File: config.mk
export PLATFORM = sky130hd
export DESIGN_NAME = rx_frame_filter_ack_control
export DESIGN_NICKNAME = d
export VERILOG_FILES = /design/src/rtl/rx_filter_pkg.sv /design/src/rtl/rx_frame_filter_ack_control.sv
export SDC_FILE = /design/constraint.sdc
export NUM_CORES = 1
export LEC_CHECK = 0
export BUFFER_PORTS_ARGS = -buffer_cell sky130_fd_sc_hd__buf_4
export CORE_MARGIN = 3
export CORE_UTILIZATION = 30
export DETAILED_ROUTE_END_ITERATION = 7
export PLACE_DENSITY = 0.59
export SLEW_MARGIN = 20
export SYNTH_ARGS = -nofsm -noshare
export SYNTH_HDL_FRONTEND = slang
export SYNTH_SLANG_ARGS = --single-unit
File: constraint.sdc
create_clock -name clk -period 3.3 [get_ports clk]
set_clock_uncertainty 0.1 [all_clocks]
set_input_delay 0.165 -clock clk [delete_from_list [all_inputs] [get_ports clk]]
set_output_delay 0.165 -clock clk [all_outputs]
set_load 0.1 [all_outputs]
File: src/rtl/rx_filter_pkg.sv
package rx_filter_pkg;
   // ----------------------------------------
   // Register indices (byte address = 4 * index)
   // ----------------------------------------
   localparam logic [7:0] IDX_RX_FILTER_CONTROL = 8'h17;
   localparam logic [7:0] IDX_ACK_FILTER_SEED_CONTROL = 8'h2e;
   localparam logic [7:0] IDX_IRQ_STATUS = 8'h30;
   localparam logic [7:0] IDX_IRQ_CLEAR = 8'h31;
   localparam logic [7:0] IDX_IRQ_ENABLE = 8'h32;
   localparam logic [7:0] IDX_PAN_SHORT = 8'h33;
   localparam logic [7:0] IDX_EXT_ADDR_LO = 8'h34;
   localparam logic [7:0] IDX_EXT_ADDR_HI = 8'h35;
   localparam logic [7:0] IDX_RX_STATUS = 8'h36;
   // ----------------------------------------
   // Reset values and masks
   // ----------------------------------------
   localparam logic [7:0] RST_RX_FILTER_CONTROL = 8'h00;
   localparam logic [7:0] RST_ACK_FILTER_SEED_CONTROL = 8'h42;
   localparam logic [7:0] WMASK_RX_FILTER_CONTROL = 8'hf7;
   localparam logic [31:0] RST_PAN_SHORT = 32'hffffffff;
   localparam logic [31:0] RST_EXT_ADDR = 32'h00000000;
   // ----------------------------------------
   // Field positions
   // ----------------------------------------
   localparam int RFC_TX_TIMESTAMP_EN = 7;
   localparam int RFC_RESERVED_RO = 3;
   localparam int RFC_RESERVED_TYPE_FILTER_EN = 5;
   localparam int RFC_RESERVED_TYPE_UPLOAD_EN = 4;
   localparam int RFC_ACK_TURNAROUND_SELECT = 2;
   localparam int RFC_PROMISCUOUS_EN = 1;
   localparam int RFC_SPECIAL_RATE_EN = 0;
   localparam int AFS_FRAME_VERSION_LIMIT_HI = 7;
   localparam int AFS_FRAME_VERSION_LIMIT_LO = 6;
   localparam int AFS_PENDING_DATA_SET = 5;
   localparam int AFS_ACK_DISABLE = 4;
   localparam int AFS_PAN_COORDINATOR_FLAG = 3;
   localparam int IRQ_FRAME_DONE = 0;
   localparam int IRQ_ADDRESS_HIT = 1;
   localparam int IRQ_RESERVED_DROP = 2;
   localparam int IRQ_W = 3;
   // ----------------------------------------
   // Frame control encodings
   // ----------------------------------------
   localparam logic [2:0] FT_BEACON = 3'h0;
   localparam logic [2:0] FT_DATA = 3'h1;
   localparam logic [2:0] FT_ACK = 3'h2;
   localparam logic [2:0] FT_COMMAND = 3'h3;
   localparam logic [1:0] AM_SHORT = 2'h2;
   localparam logic [1:0] AM_EXT = 2'h3;
   localparam logic [1:0] FVL_ANY = 2'h3;
   localparam logic [15:0] BROADCAST_ID = 16'hffff;
   localparam logic [1:0] ACK_FRAME_VERSION = 2'h0;
endpackage

File: src/rtl/rx_frame_filter_ack_control.sv
// Summary of operation
// - With filtering enabled, reserved-type frames pass the address filter like data frames.
// - With filtering enabled, a reserved-type address match raises the address-hit event.
// - With filtering enabled, reserved-type frame-done needs address match and good FCS.
// - Filtered reserved-type frames are acknowledged only if requested and frame-done was raised.
// - With upload disabled, reserved-type frames are dropped, raising only the reserved-drop event.
// - Upload on, filter off: reserved-type frames get only an FCS check, no addresses.
// - Upload on, filter off: a reserved-type frame with valid FCS raises frame-done.
// - Reserved frame passing the filter and requesting ack is acked unless ack disabled.
// - Promiscuous: every valid-header frame except dropped reserved-type ones raises frame-done; CRC-valid flag still updated.
// - Promiscuous: frames passing the filter are still acked unless ack disabled.
// - Version limit 0..2 accepts versions up to it; 3 accepts any version.
// - Frames above the version limit are rejected and never acknowledged.
// - Generated acknowledgements always carry frame version zero.
// - Coordinator accepts source-only data or command frames when source PAN matches.
// - A present destination PAN must equal our PAN or broadcast.
// - Acknowledgement frames and frames without any address are rejected.
//
// Design decision made here: register access over Wishbone.
module rx_frame_filter_ack_control #(
   parameter int ADDR_W = 8
) (
   input wire logic clk,
   input wire logic rst_n,
   input wire logic wb_cyc_i,
   input wire logic wb_stb_i,
   input wire logic wb_we_i,
   input wire logic [ADDR_W-1:0] wb_adr_i,
   input wire logic [3:0] wb_sel_i,
   input wire logic [31:0] wb_dat_i,
   output logic [31:0] wb_dat_o,
   output logic wb_ack_o,
   input wire logic frm_valid,
   input wire logic frm_phr_ok,
   input wire logic frm_fcs_ok,
   input wire logic [2:0] frm_type,
   input wire logic [1:0] frm_version,
   input wire logic frm_ack_req,
   input wire logic [1:0] frm_dst_mode,
   input wire logic [1:0] frm_src_mode,
   input wire logic [15:0] frm_dst_pan,
   input wire logic [63:0] frm_dst_addr,
   input wire logic [15:0] frm_src_pan,
   input wire logic [7:0] frm_seq,
   output logic frame_done_irq,
   output logic address_hit_irq,
   output logic reserved_drop,
   output logic ack_send,
   output logic [15:0] ack_fcf,
   output logic [7:0] ack_seq,
   output logic irq
);
   // ----------------------------------------
   // Registers
   // ----------------------------------------
   logic [7:0] rx_ctrl_q;
   logic [7:0] seed_ctrl_q;
   logic [rx_filter_pkg::IRQ_W-1:0] irq_status_q;
   logic [rx_filter_pkg::IRQ_W-1:0] irq_enable_q;
   logic [31:0] pan_short_q;
   logic [31:0] ext_lo_q;
   logic [31:0] ext_hi_q;
   logic crc_valid_q;
   logic ack_q;
   logic [31:0] rdata_q;
   logic [7:0] idx;
   logic req;
   logic wr_en;
   logic [31:0] wmask;
   logic [31:0] wdata_m;

   assign idx = 8'(wb_adr_i[ADDR_W-1:2]);
   assign req = wb_cyc_i && wb_stb_i;
   assign wr_en = req && wb_we_i && ack_q;
   assign wmask = {{8{wb_sel_i[3]}}, {8{wb_sel_i[2]}}, {8{wb_sel_i[1]}}, {8{wb_sel_i[0]}}};
   assign wdata_m = wb_dat_i & wmask;

   // ----------------------------------------
   // Control fields
   // ----------------------------------------
   logic filter_en;
   logic upload_en;
   logic promisc;
   logic [1:0] fv_limit;
   logic pending_set;
   logic ack_dis;
   logic coord;
   logic [15:0] my_pan;
   logic [15:0] my_short;
   logic [63:0] my_ext;

   assign filter_en = rx_ctrl_q[rx_filter_pkg::RFC_RESERVED_TYPE_FILTER_EN];
   assign upload_en = rx_ctrl_q[rx_filter_pkg::RFC_RESERVED_TYPE_UPLOAD_EN];
   assign promisc = rx_ctrl_q[rx_filter_pkg::RFC_PROMISCUOUS_EN];
   assign fv_limit = seed_ctrl_q[rx_filter_pkg::AFS_FRAME_VERSION_LIMIT_HI:rx_filter_pkg::AFS_FRAME_VERSION_LIMIT_LO];
   assign pending_set = seed_ctrl_q[rx_filter_pkg::AFS_PENDING_DATA_SET];
   assign ack_dis = seed_ctrl_q[rx_filter_pkg::AFS_ACK_DISABLE];
   assign coord = seed_ctrl_q[rx_filter_pkg::AFS_PAN_COORDINATOR_FLAG];
   assign my_pan = pan_short_q[31:16];
   assign my_short = pan_short_q[15:0];
   assign my_ext = {ext_hi_q, ext_lo_q};

   // ----------------------------------------
   // Address filter
   // ----------------------------------------
   logic reserved_type;
   logic data_like;
   logic version_ok;
   logic dst_present;
   logic src_present;
   logic pan_ok;
   logic dst_addr_ok;
   logic beacon_ok;
   logic src_only_ok;
   logic addr_match;
   logic done_d;
   logic hit_d;
   logic ack_d;
   logic drop_d;

   assign reserved_type = frm_type[2];
   assign data_like = (frm_type == rx_filter_pkg::FT_DATA) || (frm_type == rx_filter_pkg::FT_COMMAND)
                      || (reserved_type && filter_en);
   assign version_ok = (fv_limit == rx_filter_pkg::FVL_ANY) || (frm_version <= fv_limit);
   assign dst_present = (frm_dst_mode == rx_filter_pkg::AM_SHORT) || (frm_dst_mode == rx_filter_pkg::AM_EXT);
   assign src_present = (frm_src_mode == rx_filter_pkg::AM_SHORT) || (frm_src_mode == rx_filter_pkg::AM_EXT);
   assign pan_ok = (frm_dst_pan == my_pan) || (frm_dst_pan == rx_filter_pkg::BROADCAST_ID);
   assign dst_addr_ok = (frm_dst_mode == rx_filter_pkg::AM_EXT) ? (frm_dst_addr == my_ext)
                        : ((frm_dst_addr[15:0] == my_short) || (frm_dst_addr[15:0] == rx_filter_pkg::BROADCAST_ID));
   assign beacon_ok = (frm_src_pan == my_pan) || (my_pan == rx_filter_pkg::BROADCAST_ID);
   assign src_only_ok = coord && src_present && (frm_src_pan == my_pan);

   always_comb
   begin
      addr_match = 1'b0;
      if (frm_phr_ok && version_ok && frm_type != rx_filter_pkg::FT_ACK && (dst_present || src_present))
      begin
         if (dst_present && !(pan_ok && dst_addr_ok))
            addr_match = 1'b0;
         else if (frm_type == rx_filter_pkg::FT_BEACON)
            addr_match = beacon_ok;
         else if (data_like)
            addr_match = dst_present || src_only_ok;
         else
            addr_match = 1'b0;
      end
   end

   // ----------------------------------------
   // Frame decision
   // ----------------------------------------
   always_comb
   begin
      done_d = 1'b0;
      hit_d = 1'b0;
      ack_d = 1'b0;
      drop_d = 1'b0;
      if (frm_phr_ok && reserved_type && !upload_en)
         drop_d = 1'b1;
      else if (frm_phr_ok && reserved_type && !filter_en)
         done_d = frm_fcs_ok || promisc;
      else if (frm_phr_ok)
      begin
         hit_d = addr_match;
         done_d = (addr_match && frm_fcs_ok) || promisc;
         ack_d = addr_match && frm_fcs_ok && frm_ack_req && !ack_dis
                 && frm_type != rx_filter_pkg::FT_BEACON;
      end
   end

   always_ff @(posedge clk)
   begin
      if (!rst_n)
      begin
         frame_done_irq <= 1'b0;
         address_hit_irq <= 1'b0;
         reserved_drop <= 1'b0;
         ack_send <= 1'b0;
      end
      else
      begin
         frame_done_irq <= frm_valid && done_d;
         address_hit_irq <= frm_valid && hit_d;
         reserved_drop <= frm_valid && drop_d;
         ack_send <= frm_valid && ack_d;
      end
   end

   always_ff @(posedge clk)
   begin
      if (!rst_n)
      begin
         ack_fcf <= 16'h0000;
         ack_seq <= 8'h00;
      end
      else if (frm_valid && ack_d)
      begin
         ack_fcf <= {2'h0, rx_filter_pkg::ACK_FRAME_VERSION, 7'h00, pending_set, 1'b0, rx_filter_pkg::FT_ACK};
         ack_seq <= frm_seq;
      end
   end

   // Receive status follows every frame with a valid header
   always_ff @(posedge clk)
   begin
      if (!rst_n)
         crc_valid_q <= 1'b0;
      else if (frm_valid && frm_phr_ok)
         crc_valid_q <= frm_fcs_ok;
   end

   // ----------------------------------------
   // Interrupts
   // ----------------------------------------
   logic [rx_filter_pkg::IRQ_W-1:0] irq_set;
   logic [rx_filter_pkg::IRQ_W-1:0] irq_clr;

   assign irq_set = {reserved_drop, address_hit_irq, frame_done_irq};
   assign irq_clr = (wr_en && idx == rx_filter_pkg::IDX_IRQ_CLEAR) ? wdata_m[rx_filter_pkg::IRQ_W-1:0] : '0;

   // Set wins over a clear in the same cycle
   always_ff @(posedge clk)
   begin
      if (!rst_n)
         irq_status_q <= '0;
      else
         irq_status_q <= (irq_status_q & ~irq_clr) | irq_set;
   end

   assign irq = |(irq_status_q & irq_enable_q);

   // ----------------------------------------
   // Register writes
   // ----------------------------------------
   always_ff @(posedge clk)
   begin
      if (!rst_n)
      begin
         rx_ctrl_q <= rx_filter_pkg::RST_RX_FILTER_CONTROL;
         seed_ctrl_q <= rx_filter_pkg::RST_ACK_FILTER_SEED_CONTROL;
      end
      else if (wr_en && wb_sel_i[0])
      begin
         if (idx == rx_filter_pkg::IDX_RX_FILTER_CONTROL)
            rx_ctrl_q <= wb_dat_i[7:0] & rx_filter_pkg::WMASK_RX_FILTER_CONTROL;
         if (idx == rx_filter_pkg::IDX_ACK_FILTER_SEED_CONTROL)
            seed_ctrl_q <= wb_dat_i[7:0];
      end
   end

   always_ff @(posedge clk)
   begin
      if (!rst_n)
      begin
         irq_enable_q <= '0;
         pan_short_q <= rx_filter_pkg::RST_PAN_SHORT;
         ext_lo_q <= rx_filter_pkg::RST_EXT_ADDR;
         ext_hi_q <= rx_filter_pkg::RST_EXT_ADDR;
      end
      else if (wr_en)
      begin
         if (idx == rx_filter_pkg::IDX_IRQ_ENABLE && wb_sel_i[0])
            irq_enable_q <= wb_dat_i[rx_filter_pkg::IRQ_W-1:0];
         if (idx == rx_filter_pkg::IDX_PAN_SHORT)
            pan_short_q <= (pan_short_q & ~wmask) | wdata_m;
         if (idx == rx_filter_pkg::IDX_EXT_ADDR_LO)
            ext_lo_q <= (ext_lo_q & ~wmask) | wdata_m;
         if (idx == rx_filter_pkg::IDX_EXT_ADDR_HI)
            ext_hi_q <= (ext_hi_q & ~wmask) | wdata_m;
      end
   end

   // ----------------------------------------
   // Wishbone answer
   // ----------------------------------------
   always_ff @(posedge clk)
   begin
      if (!rst_n)
         ack_q <= 1'b0;
      else
         ack_q <= req && !ack_q;
   end

   assign wb_ack_o = ack_q;

   always_ff @(posedge clk)
   begin
      if (!rst_n)
         rdata_q <= 32'h00000000;
      else if (req && !ack_q)
      begin
         unique case (idx)
            rx_filter_pkg::IDX_RX_FILTER_CONTROL: rdata_q <= {24'h000000, rx_ctrl_q};
            rx_filter_pkg::IDX_ACK_FILTER_SEED_CONTROL: rdata_q <= {24'h000000, seed_ctrl_q};
            rx_filter_pkg::IDX_IRQ_STATUS: rdata_q <= {29'h00000000, irq_status_q};
            rx_filter_pkg::IDX_IRQ_ENABLE: rdata_q <= {29'h00000000, irq_enable_q};
            rx_filter_pkg::IDX_PAN_SHORT: rdata_q <= pan_short_q;
            rx_filter_pkg::IDX_EXT_ADDR_LO: rdata_q <= ext_lo_q;
            rx_filter_pkg::IDX_EXT_ADDR_HI: rdata_q <= ext_hi_q;
            rx_filter_pkg::IDX_RX_STATUS: rdata_q <= {31'h00000000, crc_valid_q};
            default: rdata_q <= 32'h00000000;
         endcase
      end
   end

   assign wb_dat_o = rdata_q;

   // ----------------------------------------
   // Assertions
   // ----------------------------------------
   property p_drop_reserved;
      @(posedge clk) disable iff (!rst_n)
      frm_valid && frm_phr_ok && reserved_type && !upload_en |=> !frame_done_irq && !address_hit_irq && reserved_drop;
   endproperty
   a_drop_reserved: assert property (p_drop_reserved) else $error("Reserved frame not dropped");
   property p_res_unfiltered;
      @(posedge clk) disable iff (!rst_n)
      frm_valid && frm_phr_ok && reserved_type && upload_en && !filter_en && !promisc
      |=> frame_done_irq == $past(frm_fcs_ok) && !address_hit_irq && !ack_send;
   endproperty
   a_res_unfiltered: assert property (p_res_unfiltered) else $error("Unfiltered reserved frame mishandled");
   property p_ack_needs_done;
      @(posedge clk) disable iff (!rst_n)
      ack_send |-> frame_done_irq && address_hit_irq;
   endproperty
   a_ack_needs_done: assert property (p_ack_needs_done) else $error("Ack without frame done");
   property p_ack_disabled;
      @(posedge clk) disable iff (!rst_n)
      frm_valid && ack_dis |=> !ack_send;
   endproperty
   a_ack_disabled: assert property (p_ack_disabled) else $error("Ack sent while disabled");
   property p_promisc_done;
      @(posedge clk) disable iff (!rst_n)
      frm_valid && frm_phr_ok && promisc && !(reserved_type && !upload_en) |=> frame_done_irq;
   endproperty
   a_promisc_done: assert property (p_promisc_done) else $error("Promiscuous frame not finished");
   property p_crc_flag;
      @(posedge clk) disable iff (!rst_n)
      frm_valid && frm_phr_ok |=> crc_valid_q == $past(frm_fcs_ok);
   endproperty
   a_crc_flag: assert property (p_crc_flag) else $error("CRC flag not updated");
   property p_version_reject;
      @(posedge clk) disable iff (!rst_n)
      frm_valid && fv_limit != rx_filter_pkg::FVL_ANY && frm_version > fv_limit |=> !address_hit_irq && !ack_send;
   endproperty
   a_version_reject: assert property (p_version_reject) else $error("Frame over version limit passed");
   property p_ack_version;
      @(posedge clk) disable iff (!rst_n)
      ack_send |-> ack_fcf[13:12] == 2'h0 && ack_fcf[2:0] == rx_filter_pkg::FT_ACK;
   endproperty
   a_ack_version: assert property (p_ack_version) else $error("Ack frame version not zero");
   property p_no_ack_type;
      @(posedge clk) disable iff (!rst_n)
      frm_valid && (frm_type == rx_filter_pkg::FT_ACK || !(dst_present || src_present)) |=> !address_hit_irq;
   endproperty
   a_no_ack_type: assert property (p_no_ack_type) else $error("Ack or unaddressed frame matched");
   property p_reserved_bit;
      @(posedge clk) disable iff (!rst_n)
      wr_en && idx == rx_filter_pkg::IDX_RX_FILTER_CONTROL |=> rx_ctrl_q[rx_filter_pkg::RFC_RESERVED_RO] == 1'b0;
   endproperty
   a_reserved_bit: assert property (p_reserved_bit) else $error("Reserved control bit set");
   property p_irq_raise;
      @(posedge clk) disable iff (!rst_n)
      frame_done_irq && irq_enable_q[rx_filter_pkg::IRQ_FRAME_DONE] |=> irq;
   endproperty
   a_irq_raise: assert property (p_irq_raise) else $error("Interrupt not raised");
endmodule

==> results.cfg, run 1 <==
[job]
maxCapViolations = 0

[final_layout]
diodes = 0
fin_nets = 1345
syn_to_final_growth_pct = 37.1
drive_gt1_share_pct = 22.8

[synth]
synth.largest_area_cell = dfxtp_1
yosys-top-cells-area = dfxtp_1, xor2_1, mux2i_1
ys_seq_elements = 165
synth_top_family_by_area = simple AND/OR/NAND/NOR gates
syn-instance-count = 936
synthSimpleGateAreaFrac_pct = 21.8
synth_mux_area_share_pct = 6.95
yosysTopAreaCellShare_pct = 41.0
ys.flop_type = dfxtp_1
synth-edff-count = 0
syn_avg_cell_area_um2 = 8.62
ys_types = 47
synth.most_common_cell = dfxtp_1
yosysWarnings = 0
synthXorXnorAreaFrac_pct = 12.2
synth_top_cells_by_count = dfxtp_1, nand2_1, nor2_1
synth_fa_ha_area_share_pct = 0.310
synthArstFlopShare_pct = 0
synth_area_um2 = 8070
synth-seq-area-share_pct = 41.0
synth_compound_area_share_pct = 13.3

[pwr]
powerDensity_nw_per_um2 = 441
power.net_switching_mw = 1.42
clkPwrFrac_pct = 42.3
cell_internal_pwr_mw = 3.45
switching_share_pct = 29.1
p_comb_share_pct = 15.9
vdd_drop_max_mv = 0.250
seqPwrFrac_pct = 41.8
power_leakage_nw = 4.88

[clock_network]
clkTransAtPathRegs_ns = 0.07
hold_buffers = 49
cts_buffer_depth = 2
cts_max_level = 4
cts_root_buffer = clkbuf_16
insertion_delay_ns = 0.44
clock_sinks = 165
cts_tree = built
cts_setup_buffers = 0
cts-resized-gates = 0
numCtsBuffers = 17

[worst_setup_path]
endpoint = address_hit_irq$_SDFF_PN0_
r2r_end = address_hit_irq$_SDFF_PN0_
crit_arrival_ns = 3.07
critical_path_class = register to register
critPathCaptureType = register
critPathMaxFanout = 11
r2r_cells = 7
cp_data_required_time_ns = 3.54
r2r_slack_ns = 0.48
startpoint_type = register

[floorplanning]
rows = 59
die_y_um = 170
die_area_um2 = 28900
io_pins = 228
core-area_um2 = 26200
die_w_um = 170
start_util_pct = 30.8

[placed_design]
finalWeightedCongestion = 0.873
io_buffers = 210
dp_hpwl_mm = 22.3
dpl_worst_slack_ns = 0.554

[global_route]
grt.total_usage_pct = 20.2
grt_pass1_wl_mm = 44.6
grt_max_degree = 65
first_global_vias = 7483
antenna_found_initial = 0
grt_overflow = 0

[route]
vias = 7974
drc = 0
drt-vias-per-instance = 5.23
route.detailed.wl_per_inst_um = 19.7
wl_mm = 30.1
antenna_left = 0
first_pass_iters = 8
drtIter0Drc = 873

[sta]
fmax_mhz = 354
relSlewSlack_pct = 48.1
setup_tns_ns = 0
rsz0062_at_grt = false
worst_slew_pin_slew_ns = 0.772
drv_slew = 0
hold_violations = 0
setup_violations = 0
min_period_ns = 2.82
layout_setup_ws_ns = 0.475
post-route-period-util_pct = 85.6

[outcome]
outcome = completed

[hold_path]
min_path_type = input port to register
[cell usage in the layout, fill, tap and decap left out, types with 4 or more instances in the layout]
cell	count
a211oi_1	25
a21oi_1	47
a222oi_1	30
a22oi_1	5
a31oi_1	11
and3_1	5
buf_4	228
clkbuf_16	17
conb_1	14
dfxtp_1	165
dlygate4sd3_1	49
inv_1	5
inv_6	4
inv_8	4
mux2i_1	56
nand2_1	117
nand3_1	78
nand4_1	34
nor2_1	86
nor3_1	5
nor4_1	25
o21ai_0	12
o31ai_1	9
xnor2_1	32
xor2_1	80
[worst min path at each step]
stage                     depth (start not counted)                         to         start  slack [ns]
after floorplan                                   2                   register  wb_dat_i[31]        0.19
after global placement                            3                   register  wb_dat_i[24]        0.30
after detailed placement                          3                   register  wb_dat_i[10]        0.30
after CTS                                         4  frame_done_irq$_SDFF_PN0_    frm_phr_ok      0.0006
after global routing                              4  frame_done_irq$_SDFF_PN0_    frm_phr_ok        0.05
final                                             4  frame_done_irq$_SDFF_PN0_    frm_phr_ok        0.03
[power by group through the flow]
stage / logic, mW / clock network, mW / registers [mW]
3_3_place_gp: 0.726 / 0 / 2.08
3_5_place_dp: 0.725 / 0 / 2.08
5_1_grt: 0.813 / 2.18 / 2.04
2_1_floorplan: 0.248 / 0 / 2.25
4_1_cts: 0.773 / 2.09 / 2.03
6_report: 0.774 / 2.06 / 2.03
[kinds of logic (layout without fill, tap and decap cells)]
kind of cell | count (synthesis) | count (layout)
AND/OR/NAND/NOR | 373 | 373
other | 1 | 14
XOR/XNOR | 112 | 112
AO/OA/AOI/OAI | 151 | 151
multiplexers | 56 | 56
flip-flops | 165 | 165
adder cells (fa/ha/maj) | 2 | 2
buffers and inverters | 76 | 317
[stage by stage]
step	cell area, um^2	std cells	util [%]	total power, mW	hold WS (ns)
finish	11100	1525	42.2	4.87	0.0262
global route	11100	1525	42.2	5.03	0.0476
CTS	11100	1525	42.2	4.90	0.000625
detailed placement	9960	1444	38.0	2.80	0.302
global placement	9960	1444	38.0	2.80	0.300
floorplan	8110	949	-	2.50	0.189
[critical path, stage by stage, from the launching register on]
cell	delay, ns
dfxtp_1	0.51
xnor2_1	0.17
nand4_1	0.12
nor4_1	0.60
o32ai_1	0.25
a2bb2oi_2	0.56
nand2_1	0.20
a211oi_1	0.21
[per-layer routing]
metal | track usage (%) | wire [um] | up-vias
li1 | - | - | 3849
met1 | 27.9 | 13400 | 3733
met2 | 32.4 | 13900 | 364
met3 | 3.60 | 2240 | 28
met4 | 5.61 | 545 | 0
met5 | 0 | 0 | -
[layout make-up]
class                           instances  area, um^2
Inverter                                6        23.8
Sequential cell                       165        3300
Clock buffer                           19         443
Fill cell                            2668       15200
Multi-Input combinational cell        708        4460
Timing Repair Buffer                  279        2240
Tap cell                              335         419
Clock inverter                         13         161
(Power assumes the default switching activity.)
==> inputs of run 2 (changes only) <==
==> constraint.sdc (replaced) <==
create_clock -name clk -period 3.3 [get_ports clk]
set_clock_uncertainty 0.1 [all_clocks]
set_input_delay 0.33 -clock clk [delete_from_list [all_inputs] [get_ports clk]]
set_output_delay 0.33 -clock clk [all_outputs]
set_load 0.1 [all_outputs]
==> run 2 against run 1 <==
  * Die area unchanged
  * Non-clock buffer count is 44 lower
  * Critical path type unchanged
  * Largest cell class unchanged
  * Largest power group unchanged
  * Combinational power decreased by 5.9%
  * Critical endpoint is now ack_seq[3]$_SDFFE_PN0P_
  * Cell area decreased by 4.0%
==> results.cfg, run 2 (same netlist as run 1, synthesis figures left out) <==
[clock_network]
cts_tree = built
insertion_delay_ns = 0.43
cts_root_buffer = clkbuf_16
clock_sinks = 165
cts_buffer_depth = 2
numCtsBuffers = 17
hold_buffers = 0
clkTransAtPathRegs_ns = 0.08
cts-resized-gates = 0
cts_max_level = 4
cts_setup_buffers = 0

[sta]
relSlewSlack_pct = 45.5
drv_slew = 0
min_period_ns = 2.74
worst_slew_pin_slew_ns = 0.817
setup_tns_ns = 0
fmax_mhz = 365
layout_setup_ws_ns = 0.557
hold_violations = 0
post-route-period-util_pct = 83.1
rsz0062_at_grt = false
setup_violations = 0

[pwr]
vdd_drop_max_mv = 0.338
powerDensity_nw_per_um2 = 464
totalPowerFinal_mw = 4.92
power_leakage_nw = 4.71

[placed_design]
dpl_worst_slack_ns = 0.630
dp_hpwl_mm = 22.4
dp_cells = 1449
io_buffers = 210
finalWeightedCongestion = 0.886

[worst_setup_path]
cp_data_required_time_ns = 3.50
cpLargestDelayFamily = simple AND/OR/NAND/NOR gates
critPathMaxFanout = 9
crit_path_cell_trace = xor2_1 -> nor4_1 -> nand4_1 -> o22ai_1 -> nand3_1 -> o31ai_1 -> a21oi_1
crit_buf_inv = 0
critPathCaptureType = register
slowest_delay_ns = 0.48
crit_slowest_cell = nor4_1
startpoint_type = register
r2r_slack_ns = 0.56
crit_arrival_ns = 2.95
critical_path_class = register to register

[global_route]
first_global_vias = 7271
grt_max_degree = 73
antenna_found_initial = 0
grt.total_usage_pct = 19.9
grt_pass1_wl_mm = 43.7
grt_overflow = 0

[hold_path]
min_path_type = input port to register

[route]
drc = 0
drt-vias-per-instance = 5.22
drtIter0Drc = 919
first_pass_iters = 8
wl_mm = 29.9
antenna_left = 0
route.detailed.wl_per_inst_um = 20.2
vias = 7726

[floorplanning]
io_pins = 228
start_util_pct = 30.8
rows = 59
die_y_um = 170
die_area_um2 = 28900
core-area_um2 = 26200
die_w_um = 170

[final_layout]
final_common_cell = buf_4
diodes = 0
syn_to_final_growth_pct = 31.6
final_cells = 1481
fin_nets = 1301
drive_gt1_share_pct = 24.2
final_cell_mix = buf_4, dfxtp_1, nand2_1
fill_cells = 2664

[job]
maxCapViolations = 0

[outcome]
outcome = completed
[run 2: area by class of cell]
class | count | area (um^2) | area share (%)
Multi-Input combinational cell | 708 | 4460 | 42.0
Sequential cell | 165 | 3300 | 31.1
Timing Repair Buffer | 235 | 1780 | 16.7
Clock buffer | 17 | 425 | 4.01
Tap cell | 335 | 419 | 3.95
Clock inverter | 15 | 208 | 1.96
Inverter | 6 | 23.8 | 0.224
[run 2: worst paths after layout]
| path | start | end | cells past startpoint |
|---|---|---|---|
| hold reg to reg | rx_ctrl_q[0]$_SDFFE_PN0P_ | rx_ctrl_q[0]$_SDFFE_PN0P_ | 2 |
| setup / recovery | register | ack_seq[3]$_SDFFE_PN0P_ | 7 |
| hold / removal | wb_dat_i[12] | register | 3 |
| setup reg to reg | register | ack_seq[3]$_SDFFE_PN0P_ | 7 |
[run 2: through the flow]
stage / utilization [%] / hold slack (ns) / instance area, um^2
global placement: 38.1 / 0.342 / 9980
global route: 40.5 / 0.0265 / 10600
CTS: 40.5 / 0.0161 / 10600
floorplan: - / 0.336 / 8110
finish: 40.5 / 0.0292 / 10600
detailed placement: 38.1 / 0.349 / 9980
[run 2: tightest hold or removal path, stage by stage]
cell,delay [ns]
buf_4,0.09
nand2_1,0.04
nand3_1,0.06
[run 2: per-layer routing]
layer | wire (um) | share of wire [%] | vias up | GRT usage (%)
li1 | - | - | 3750 | -
met2 | 13700 | 46 | 355 | 31.5
met4 | 581 | 1.9 | 0 | 5.61
met3 | 2470 | 8.3 | 26 | 4.20
met1 | 13100 | 44 | 3595 | 27.4
met5 | 0 | 0 | - | 0
[run 2: power by group]
group          switching, mW  internal (mW)  leakage [nW]
Combinational          0.493          0.235          3.07
Sequential            0.0172           2.02          1.34
Clock                  0.935           1.23         0.304
Total                   1.44           3.48          4.71
==> inputs of run 3 (changes only) <==
==> constraint.sdc (replaced) <==
create_clock -name clk -period 2.79 [get_ports clk]
set_clock_uncertainty 0.1 [all_clocks]
set_input_delay 0.279 -clock clk [delete_from_list [all_inputs] [get_ports clk]]
set_output_delay 0.279 -clock clk [all_outputs]
set_load 0.1 [all_outputs]
==> run 3 against run 2 <==
  * Sequential power rose by 19%
  * Hold slack got worse by 0.014 ns
  * Combinational power rose by 24%
  * Cell count rose by 2.4%
  * Register-to-register slack got worse by 0.28 ns
  * Wire length rose by 0.32%
  * Highest routed layer unchanged
  * Cell area rose by 3.1%
  * Maximum frequency rose by 9.4%
  * Clock-buffer cell count did not move
  * Power rose by 15%
  * Largest power group is now registers
==> results.cfg, run 3 (same netlist as run 1, synthesis figures left out) <==
[outcome]
outcome = completed

[route]
route.detailed.wl_per_inst_um = 19.8
wl_mm = 30.0
antenna_left = 0
first_pass_iters = 7
drc = 0
drtIter0Drc = 920
drt-vias-per-instance = 5.22
vias = 7912

[worst_setup_path]
critPathCaptureType = register
crit_buf_inv = 1
critical_path_class = register to register
slowest_delay_ns = 0.50
crit_arrival_ns = 2.70
cp_data_required_time_ns = 2.98
cpLargestDelayFamily = compound AO/OA/AOI/OAI gates
critPathMaxFanout = 9
crit_path_cell_trace = xnor2_1 -> nand4_1 -> nor4_2 -> buf_4 -> o32ai_1 -> o2bb2ai_2 -> o31ai_1 -> a21oi_1
startpoint_type = register
crit_slowest_cell = dfxtp_1

[floorplanning]
die_w_um = 170
core-area_um2 = 26200
start_util_pct = 30.8
die_area_um2 = 28900
die_y_um = 170
rows = 59
io_pins = 228

[clock_network]
numCtsBuffers = 17
insertion_delay_ns = 0.44
clock_sinks = 165
cts_root_buffer = clkbuf_16
cts_buffer_depth = 2
clkTransAtPathRegs_ns = 0.07
cts_tree = built
cts_max_level = 4
cts_setup_buffers = 0

[final_layout]
syn_to_final_growth_pct = 35.8
register_area_um2 = 3300
final_cells = 1517
fin_nets = 1337
drive_gt1_share_pct = 23.9
diodes = 0
multi_input_area_um2 = 4470
final_common_cell = buf_4
fill_cells = 2630
final_cell_mix = buf_4, dfxtp_1, nand2_1

[sta]
relSlewSlack_pct = 50.9
fmax_mhz = 399
post-route-period-util_pct = 89.9
layout_setup_ws_ns = 0.282
setup_violations = 0
min_period_ns = 2.51
hold_violations = 0
setup_tns_ns = 0
drv_slew = 0
rsz0062_at_grt = false
worst_slew_pin_slew_ns = 0.734

[hold_path]
min_path_type = input port to register

[global_route]
grt.total_usage_pct = 19.9
grt_pass1_wl_mm = 43.8
grt_max_degree = 65
antenna_found_initial = 0
grt_overflow = 0
first_global_vias = 7305

[placed_design]
dp_hpwl_mm = 22.3
finalWeightedCongestion = 0.883
dp_cells = 1453
io_buffers = 210
dpl_worst_slack_ns = 0.217

[pwr]
powerDensity_nw_per_um2 = 519
vdd_drop_max_mv = 0.238
power_leakage_nw = 4.85

[job]
maxCapViolations = 0
run 3: cell count changes in the layout (fill, tap and decap cells not counted), sizes merged:
cell,change
dlygate4sd3,+32
buf,+4
clkinv,+3
bufinv,-2
clkinvlp,-1
run 3: layout make-up:
type,count,area share [%]
Sequential cell,165,30.2
Inverter,6,0.217
Clock buffer,17,3.88
Clock inverter,15,1.45
Tap cell,335,3.83
Timing Repair Buffer,271,19.7
Multi-Input combinational cell,708,40.8
run 3: per-stage QoR:
step	instance area [um^2]	util (%)	hold slack, ns	total power [mW]
5_1_grt	11000	41.8	0.0167	5.87
2_1_floorplan	8110	-	0.303	2.96
4_1_cts	10900	41.8	0.000716	5.72
3_5_place_dp	10000	38.3	0.349	3.32
6_report	11000	41.8	0.0150	5.68
3_3_place_gp	10000	38.3	0.343	3.32
run 3: worst reg2reg max path: cells and delay by family, from the launching register on:
kind            cells  cell delay, ns
compound gates      4            0.77
simple gates        2            0.61
buf+inv             1            0.18
flops               1            0.50
xor+xnor            1            0.20
run 3: repair_timing:
item,CTS,global route
setup endpoints to repair,0,1
hold buffers,32,0
endpoints found under the hold margin,61,0
gates resized for setup,0,1
run 3: metal layers:
metal  vias up  global-route usage (%)  routed length, um
met4         0                    5.11                452
met1      3722                    27.2              13200
met5         -                       0                  0
met3        25                    3.95               2310
li1       3817                       -                  -
met2       348                    32.2              14000
run 3: worst paths after layout:
| kind | startpoint | to | slack (ns) | cells after the start |
|---|---|---|---|---|
| hold reg to reg | rx_ctrl_q[0]$_SDFFE_PN0P_ | rx_ctrl_q[0]$_SDFFE_PN0P_ | 0.36 | 2 |
| setup / recovery | register | ack_seq[7]$_SDFFE_PN0P_ | 0.28 | 8 |
| setup reg to reg | register | ack_seq[7]$_SDFFE_PN0P_ | 0.28 | 8 |
| hold / removal | frm_seq[6] | ack_seq[6]$_SDFFE_PN0P_ | 0.02 | 3 |
run 3: where the power goes:
group	switching, mW	internal, mW
sequential	0.0204	2.38
clock	1.10	1.27
combinational	0.591	0.312
